## src/core/npec_pkg.sv

```systemverilog
// Purpose: shared constants and types of the flash program/erase controller
// Assumes: 16-bit register port, word-indexed register offsets
// Notes:   offsets are local choices; widths follow the register layout
package npec_pkg;

   // ----------------------------------------------------------------
   // register map
   // ----------------------------------------------------------------
   localparam logic [1:0] ADDR_CONTROL    = 2'h0;
   localparam logic [1:0] ADDR_TGT_UPPER  = 2'h1;
   localparam logic [1:0] ADDR_TGT_LOWER  = 2'h2;
   localparam logic [1:0] ADDR_UNLOCK_KEY = 2'h3;

   // ----------------------------------------------------------------
   // control register fields
   // ----------------------------------------------------------------
   localparam int BIT_GO         = 15;
   localparam int BIT_ENABLE     = 14;
   localparam int BIT_FAULT      = 13;
   localparam int BIT_HALT_IDLE  = 12;
   localparam int OP_MSB         = 3;

   localparam logic [15:0] ZERO16 = 16'h0000;
   localparam logic [7:0]  ZERO8  = 8'h00;
   localparam logic [3:0]  OP_RESET = 4'h0;

   // ----------------------------------------------------------------
   // unlock keys and operation codes
   // ----------------------------------------------------------------
   localparam logic [7:0] KEY_FIRST  = 8'h55;
   localparam logic [7:0] KEY_SECOND = 8'hAA;

   localparam logic [3:0] OP_BULK_PRIMARY = 4'hD;
   localparam logic [3:0] OP_BULK_AUX     = 4'hA;
   localparam logic [3:0] OP_PAGE_ERASE   = 4'h3;
   localparam logic [3:0] OP_ROW_PROGRAM  = 4'h2;
   localparam logic [3:0] OP_DWORD_PROG   = 4'h1;
   localparam logic [3:0] OP_CONFIG_BYTE  = 4'h0;

   // ----------------------------------------------------------------
   // timing
   // ----------------------------------------------------------------
   localparam int CLK_PERIOD_NS   = 40;
   localparam int SETTLE_TIME_NS  = 10000;
   localparam int SETTLE_CYCLES   =
      (SETTLE_TIME_NS + CLK_PERIOD_NS - 1) / CLK_PERIOD_NS;
   localparam int CNT_W           = 16;

   // ----------------------------------------------------------------
   // types
   // ----------------------------------------------------------------
   typedef struct packed {
      logic [1:0]  addr;
      logic [15:0] wdata;
      logic        wr;
      logic        rd;
   } npec_bus_t;

   typedef struct packed {
      logic        start;
      logic [3:0]  op;
      logic [23:0] addr;
   } npec_cmd_t;

endpackage

```

## src/core/npec_ctrl.sv

```systemverilog
// Purpose: control/address registers and sequencer of the flash
//          program/erase controller
// Assumes: array reports done; reset_n arrives already synchronised to clk
// Notes:   reset_n is power-on/brown-out reset; other resets leave state
//
// Implementation choices: the placing of the registers and the strobed register port.
`timescale 1ns/1ps
`default_nettype none

module npec_ctrl #(
   parameter int SETTLE_CYCLES = npec_pkg::SETTLE_CYCLES
) (
   // clock, reset, enable
   input  wire logic             clk,
   input  wire logic             reset_n,
   input  wire logic             clk_en,
   // register port
   input  wire logic [1:0]       reg_addr,
   input  wire logic [15:0]      reg_wdata,
   input  wire logic             reg_wr,
   input  wire logic             reg_rd,
   output var  logic [15:0]      reg_rdata,
   // system reset other than power-on (pin, async to block)
   input  wire logic             sys_reset_req,
   // power state (pins)
   input  wire logic             idle_mode,
   input  wire logic             power_save_req,
   output var  logic             power_save_ack,
   // flash array
   output var  logic             nvm_start,
   output var  logic [3:0]       nvm_op,
   output var  logic [23:0]      nvm_addr,
   output var  logic             nvm_halt,
   output var  logic             nvm_ready,
   input  wire logic             nvm_done,
   input  wire logic             nvm_abnormal
);

   // ----------------------------------------------------------------
   // state
   // ----------------------------------------------------------------
   typedef enum logic [2:0] {
      ST_IDLE = 3'b001,
      ST_RUN  = 3'b010,
      ST_HALT = 3'b100
   } npec_state_t;

   npec_state_t      state;
   npec_state_t      next_state;

   logic             go;
   logic             enable;
   logic             fault;
   logic             halt_in_idle_bit;
   logic [3:0]       operation_select;
   logic [7:0]       target_upper_addr;
   logic [15:0]      target_lower_addr;
   logic [1:0]       key_stage;
   logic             unlocked;
   logic [npec_pkg::CNT_W-1:0] settle_cnt;

   logic [2:0]       idle_sync;
   logic [1:0]       psave_sync;
   logic [1:0]       sreset_sync;
   logic [1:0]       done_sync;
   logic [1:0]       abn_sync;

   npec_pkg::npec_bus_t bus;
   assign bus = '{addr: reg_addr, wdata: reg_wdata,
                  wr: reg_wr, rd: reg_rd};

   function automatic logic op_valid(input logic [3:0] op);
      op_valid = (op == npec_pkg::OP_BULK_PRIMARY) ||
                 (op == npec_pkg::OP_BULK_AUX) ||
                 (op == npec_pkg::OP_PAGE_ERASE) ||
                 (op == npec_pkg::OP_ROW_PROGRAM) ||
                 (op == npec_pkg::OP_DWORD_PROG) ||
                 (op == npec_pkg::OP_CONFIG_BYTE);
   endfunction

   // ----------------------------------------------------------------
   // input synchronisers
   // ----------------------------------------------------------------
   always_ff @(posedge clk or negedge reset_n) begin
      if (!reset_n) begin
         idle_sync   <= 3'h0;
         psave_sync  <= 2'h0;
         sreset_sync <= 2'h0;
         done_sync   <= 2'h0;
         abn_sync    <= 2'h0;
      end else if (clk_en) begin
         idle_sync   <= {idle_sync[1:0], idle_mode};
         psave_sync  <= {psave_sync[0], power_save_req};
         sreset_sync <= {sreset_sync[0], sys_reset_req};
         done_sync   <= {done_sync[0], nvm_done};
         abn_sync    <= {abn_sync[0], nvm_abnormal};
      end
   end

   wire idle_s     = idle_sync[1];
   wire idle_exit  = idle_sync[2] & ~idle_sync[1];
   wire psave_s    = psave_sync[1];
   wire soft_reset = sreset_sync[1];
   wire done_s     = done_sync[1];
   wire abn_s      = abn_sync[1];

   // ----------------------------------------------------------------
   // decode
   // ----------------------------------------------------------------
   wire wr_ctrl  = bus.wr & (bus.addr == npec_pkg::ADDR_CONTROL);
   wire wr_upper = bus.wr & (bus.addr == npec_pkg::ADDR_TGT_UPPER);
   wire wr_lower = bus.wr & (bus.addr == npec_pkg::ADDR_TGT_LOWER);
   wire wr_key   = bus.wr & (bus.addr == npec_pkg::ADDR_UNLOCK_KEY);
   wire go_req   = wr_ctrl & bus.wdata[npec_pkg::BIT_GO] & ~go;
   // launch needs the one-cycle unlock window and a valid setup
   wire go_ok    = go_req & unlocked & enable
                   & op_valid(operation_select);
   wire go_bad   = go_req & ~go_ok;
   wire settling = (settle_cnt != '0);
   wire op_end   = (state == ST_RUN) & (done_s | abn_s);

   // ----------------------------------------------------------------
   // sequencer
   // ----------------------------------------------------------------
   always_comb begin
      next_state = state;
      unique case (state)
         ST_IDLE: begin
            if (go_ok) begin
               next_state = ST_RUN;
            end
         end
         ST_RUN: begin
            if (done_s | abn_s) begin
               next_state = ST_IDLE;
            end else if (idle_s & halt_in_idle_bit) begin
               next_state = ST_HALT;
            end
         end
         ST_HALT: begin
            if (!idle_s && !settling && !idle_exit) begin
               next_state = ST_RUN;
            end
         end
      endcase
   end

   // async reset is power-on/brown-out: aborts any operation
   always_ff @(posedge clk or negedge reset_n) begin
      if (!reset_n) begin
         state <= ST_IDLE;
      end else if (clk_en) begin
         state <= next_state;
      end
   end

   // ----------------------------------------------------------------
   // control register; other reset sources leave these untouched
   // ----------------------------------------------------------------
   always_ff @(posedge clk or negedge reset_n) begin
      if (!reset_n) begin
         go               <= 1'b0;
         enable           <= 1'b0;
         fault            <= 1'b0;
         halt_in_idle_bit <= 1'b0;
         operation_select <= npec_pkg::OP_RESET;
      end else if (clk_en) begin
         // only a one is taken into go
         if (go_ok) begin
            go <= 1'b1;
         end else if (op_end) begin
            go <= 1'b0;
         end
         // hardware set beats a software write
         if (go_bad || (op_end && abn_s)) begin
            fault <= 1'b1;
         end else if (wr_ctrl) begin
            fault <= bus.wdata[npec_pkg::BIT_FAULT];
         end
         if (wr_ctrl && !go) begin
            enable           <= bus.wdata[npec_pkg::BIT_ENABLE];
            halt_in_idle_bit <= bus.wdata[npec_pkg::BIT_HALT_IDLE];
            operation_select <= bus.wdata[npec_pkg::OP_MSB:0];
         end
      end
   end

   // ----------------------------------------------------------------
   // unlock sequence and address registers
   // ----------------------------------------------------------------
   always_ff @(posedge clk or negedge reset_n) begin
      if (!reset_n) begin
         key_stage <= 2'h0;
         unlocked  <= 1'b0;
      end else if (clk_en) begin
         unlocked  <= 1'b0;
         if (wr_key && bus.wdata[7:0] == npec_pkg::KEY_FIRST) begin
            key_stage <= 2'h1;
         end else if (wr_key && key_stage == 2'h1 &&
                      bus.wdata[7:0] == npec_pkg::KEY_SECOND) begin
            key_stage <= 2'h0;
            unlocked  <= 1'b1;
         end else if (bus.wr) begin
            key_stage <= 2'h0;
         end
      end
   end

   // address registers have no reset value
   always_ff @(posedge clk) begin
      if (clk_en && wr_upper) begin
         target_upper_addr <= bus.wdata[7:0];
      end
      if (clk_en && wr_lower) begin
         target_lower_addr <= bus.wdata;
      end
   end

   // ----------------------------------------------------------------
   // settle counter after idle exit
   // ----------------------------------------------------------------
   always_ff @(posedge clk or negedge reset_n) begin
      if (!reset_n) begin
         settle_cnt <= '0;
      end else if (clk_en) begin
         if (idle_exit) begin
            settle_cnt <= npec_pkg::CNT_W'(SETTLE_CYCLES);
         end else if (settling) begin
            settle_cnt <= settle_cnt - 1'b1;
         end
      end
   end

   // ----------------------------------------------------------------
   // read mux; key reads zero, unused bits zero
   // ----------------------------------------------------------------
   wire [15:0] ctrl_view = {go, enable, fault, halt_in_idle_bit,
                            8'h00, operation_select};
   logic [15:0] rd_mux;
   always_comb begin
      rd_mux = npec_pkg::ZERO16;
      unique case (bus.addr)
         npec_pkg::ADDR_CONTROL:    rd_mux = ctrl_view;
         npec_pkg::ADDR_TGT_UPPER:  rd_mux = {npec_pkg::ZERO8,
                                              target_upper_addr};
         npec_pkg::ADDR_TGT_LOWER:  rd_mux = target_lower_addr;
         npec_pkg::ADDR_UNLOCK_KEY: rd_mux = npec_pkg::ZERO16;
      endcase
   end

   // ----------------------------------------------------------------
   // outputs, all registered
   // ----------------------------------------------------------------
   npec_pkg::npec_cmd_t cmd;
   assign cmd = '{start: go_ok, op: operation_select,
                  addr: {target_upper_addr, target_lower_addr}};

   always_ff @(posedge clk or negedge reset_n) begin
      if (!reset_n) begin
         reg_rdata      <= npec_pkg::ZERO16;
         nvm_start      <= 1'b0;
         nvm_op         <= npec_pkg::OP_RESET;
         nvm_addr       <= 24'h000000;
         nvm_halt       <= 1'b0;
         nvm_ready      <= 1'b0;
         power_save_ack <= 1'b0;
      end else if (clk_en) begin
         reg_rdata <= bus.rd ? rd_mux : npec_pkg::ZERO16;
         nvm_start <= cmd.start;
         if (cmd.start) begin
            nvm_op   <= cmd.op;
            nvm_addr <= cmd.addr;
         end
         nvm_halt  <= (next_state == ST_HALT);
         // idle_exit covers the edge before the settle count loads
         nvm_ready <= ~idle_s & ~settling & ~idle_exit;
         // soft resets also wait on go, via the same hold
         power_save_ack <= (psave_s | soft_reset) & ~go
                           & (next_state == ST_IDLE);
      end
   end

endmodule

`default_nettype wire

```

## config.mk

```make
export PLATFORM = sky130hd
export DESIGN_NAME = npec_ctrl
export DESIGN_NICKNAME = d
export VERILOG_FILES = /design/src/core/npec_pkg.sv /design/src/core/npec_ctrl.sv
export SDC_FILE = /design/constraint.sdc
export NUM_CORES = 1
export LEC_CHECK = 0
export BUFFER_PORTS_ARGS = -buffer_cell sky130_fd_sc_hd__buf_4
export CAP_MARGIN = 0
export CORE_MARGIN = 3
export CORE_UTILIZATION = 51
export DETAILED_ROUTE_END_ITERATION = 8
export PLACE_DENSITY_LB_ADDON = 0.08
export SYNTH_ARGS = -nofsm -noshare
export SYNTH_HDL_FRONTEND = slang
export SYNTH_SLANG_ARGS = --single-unit
```

## constraint.sdc

```tcl
create_clock -name clk -period 2.1 [get_ports clk]
set_input_delay 0.42 -clock clk [delete_from_list [all_inputs] [get_ports clk]]
set_output_delay 0.42 -clock clk [all_outputs]
set_load 0.05 [all_outputs]
```

==> results.md <==
* Status: complete, no violations
* Core area at 8930 um^2
* Main flop type after synthesis: dfrtp_1
* Register area share after synthesis at roughly three fifths
* Crit. End Element: register
* Sink Count at 112
* Required time worst endpoint at 2.37 ns
* H-Tree Depth at 3
* Via Count at around 3400
* Top cells by area, synth: dfrtp_1 (45%), edfxtp_1 (15%), mux2_2 (11%), nand2_1 (2.4%), nor2_1 (2.0%)
* Synthesis-stage register bit count at 112
* VDD IR max at 408 uV
* Tot Pwr at 4830 uW
* DR vias/cell at 5.65
* CTS tree: yes
* Crit path max fanout at 7
* Final setup vio count at 0
* Post-synth EDFFs at 24
* Starting Density at 53.7%
* Worst r2r src: settle_cnt[11]
* Rel. slew slack at roughly 65%
* Crit path to: settle_cnt[14]
* Synth unique cells at 50
* Synth Area in Simple Gates at a little over an eighth
* Reg-to-reg slack, setup at 0.08 ns
* Antenna Nets Post-Route at 0
* Adder-cell share of the synthesized area at less than 1%
* Max frequency at 494 MHz
* Initial antenna violation count at 0
* R2R cell count at 5
* Grt ovf at 0
* Clock Latency Late Sink at 0.38 ns
* Unrepaired setup endpoints after global routing: yes
* Clock buffer depth at 2
* First-pass GRT wire length at around 17000 um
* DRC violations left at 0
* IO Pins at between 70 and 80
* Max-Cap Viols at 0
* Largest net degree at the start of global routing at 35
* Synthesized instance count at 382
* Startpoint types: register
* Clock slew at reported path FFs at 0.12 ns
* GRT Util Overall at 20.4%
* Initial DRC Count at ~160
* I/O Buffers at between 70 and 80
* Critical R2R Capture: settle_cnt[14]
* Final period util at 96.3%
* Vias in the first global route at 3368
* Mux contribution to synthesized area at 12.7%
* Root buffer cell: clkbuf_8
* Worst Setup SP: settle_cnt[11]
* Leakage at 0.00272 uW
* Synthesized area per cell at 12.6 um^2
* CP arrival at 2.29 ns
* Die W at 103 um
* Diode count at 0
* Synthesized Nets at 412
* Rows at 34
* WL per Instance at around 17 um
* Routed wire length at a little over 10000 um
* Postcts setup bufs at 0
* Worst-Margin Slew at 0.516 ns
* Min Tclk post-route at 2.02 ns
* Clk_skew at 0.0137 ns
* XOR/XNOR share of the synthesized area at around 1.8%
* Hold Path Class: in -> reg
* Cell area after layout at 5920 um^2
* Post-Syn Area at about 4800 um^2
* Die Y at 103 um
* GPL Wtd Cong at roughly 0.83
* PwrDens at 815 nW/um^2
* Largest family of logic cells by synthesized area: simple AND/OR/NAND/NOR gates
* Layout cells sized above 1 at 37.5%
* Die Area at between 10000 and 15000 um^2
* Hold Fails Final Rpt at 0
* Synth top area share at 45.4%
* # nets final at 516
* Post-DP HPWL at 7360 um
* Critical path class: reg -> reg
* Cts bufs inserted at 9
* Post-place instance area at roughly 5700 um^2
* Post-synthesis compound-gate area fraction at 7.15%
* First drt pass iteration count at 4
* Layout area overhead at 23.5%
* YS warnings at 0
* Synth area leader: dfrtp_1
* Max Slew Vio Count at 0
* Asr flop ratio synth at 78.6%
-- per-layer routing --
metal	vias to the layer above	wire length, um	GRT usage [%]
li1	1578	-	-
met1	1715	4770	29.1
met2	81	4850	31.5
met3	9	562	4.74
met4	0	108	5.78
met5	-	0	0
-- critical path, stage by stage, from the launching register on --
cell and delay [ns]:
dfrtp_1 0.40, or4_4 0.58, or4_4 0.60, nand4_1 0.15, xor2_1 0.15, nor2_1 0.06
-- report_power, final --
part           internal (uW)  switching, uW
sequential              2410            173
combinational            387            475
clock                    590            793
-- cells by family (layout without fill, tap and decap cells) --
kind of cell	count (synthesis)	after routing
adders and majority gates	2	2
AOI/OAI and AO/OA	50	50
muxes	55	55
DFF	112	112
xor gates and xnor gates	10	10
buffers and inverters	37	146
and+or+nand+nor	116	116
-- cells in the mapped netlist, types with 2 or more instances --
master,number
dfrtp_1,87
mux2_2,46
nand2_1,31
nor2_1,25
edfxtp_1,24
inv_1,20
clkbuf_1,14
o21ai_0,12
nor2b_1,11
a21oi_1,9
mux2i_1,9
a221o_1,6
nand4_1,6
o22ai_1,6
xor2_1,6
nor3_1,5
nor4bb_1,5
or4_1,5
nand2b_1,4
o211ai_1,4
xnor2_1,4
a211oi_1,3
nand3b_1,3
nor3b_1,3
nor4_1,3
and2_1,2
buf_6,2
ha_1,2
nand3_1,2
nand3_2,2
o32ai_1,2
-- stage by stage --
step	setup WS [ns]	instances	hold slack, ns	TNS (ns)	util [%]
floorplan	0.0206	382	0.124	0	-
global placement	0.0521	582	0.364	0	63.6
detailed placement	-0.0298	582	0.366	-0.0401	63.6
CTS	0.0512	599	0.195	0	66.2
global route	-0.0279	599	0.185	-0.0279	66.3
finish	0.0774	599	0.214	0	66.3
-- area by class of cell --
type                            instances  area, um^2
Multi-Input combinational cell        233        1740
Timing Repair Buffer                  110         841
Inverter                               20        75.1
Clock inverter                          7        90.1
Fill cell                             692        3010
Clock buffer                            9         124
Sequential cell                       112        2920
Tap cell                              108         135
-- worst min path at each step --
stage            startpoint                   end  slack [ns]  cells after the start
3_5_place_dp        reset_n         settle_cnt[9]        0.37                      1
3_3_place_gp        reset_n         settle_cnt[9]        0.36                      1
5_1_grt        reg_wdata[8]  target_lower_addr[8]        0.19                      1
6_report       reg_wdata[8]  target_lower_addr[8]        0.21                      1
2_1_floorplan       reset_n           abn_sync[0]        0.12                      0
4_1_cts        reg_wdata[8]  target_lower_addr[8]        0.19                      1
-- layout by cell type (no fill, tap or decap), types with 8 or more instances in the layout --
master,n
edfxtp_1,24
clkbuf_8,9
mux2_2,46
mux2i_1,9
inv_1,20
a21oi_1,8
nand2_1,31
nor2_1,25
dfrtp_1,87
o21ai_0,12
buf_4,108
nor2b_1,11
-- sequential cells by signal, summed over array words and instances, names as in the netlist, 3 cells and up --
register           count
nvm_op                 4
target_lower_addr     16
idle_sync              3
target_upper_addr      8
reg_rdata             16
state                  3
settle_cnt            16
operation_select       4
nvm_addr              24
-- what timing repair did --
item / CTS / global route
setup endpoints to repair: 4 / 6
gates resized for setup: 1 / 3
endpoints found under the hold margin: 25 / 0
pin swaps: 1 / 0
hold buffers: 1 / 0
Power figures use the tool's default switching activity.
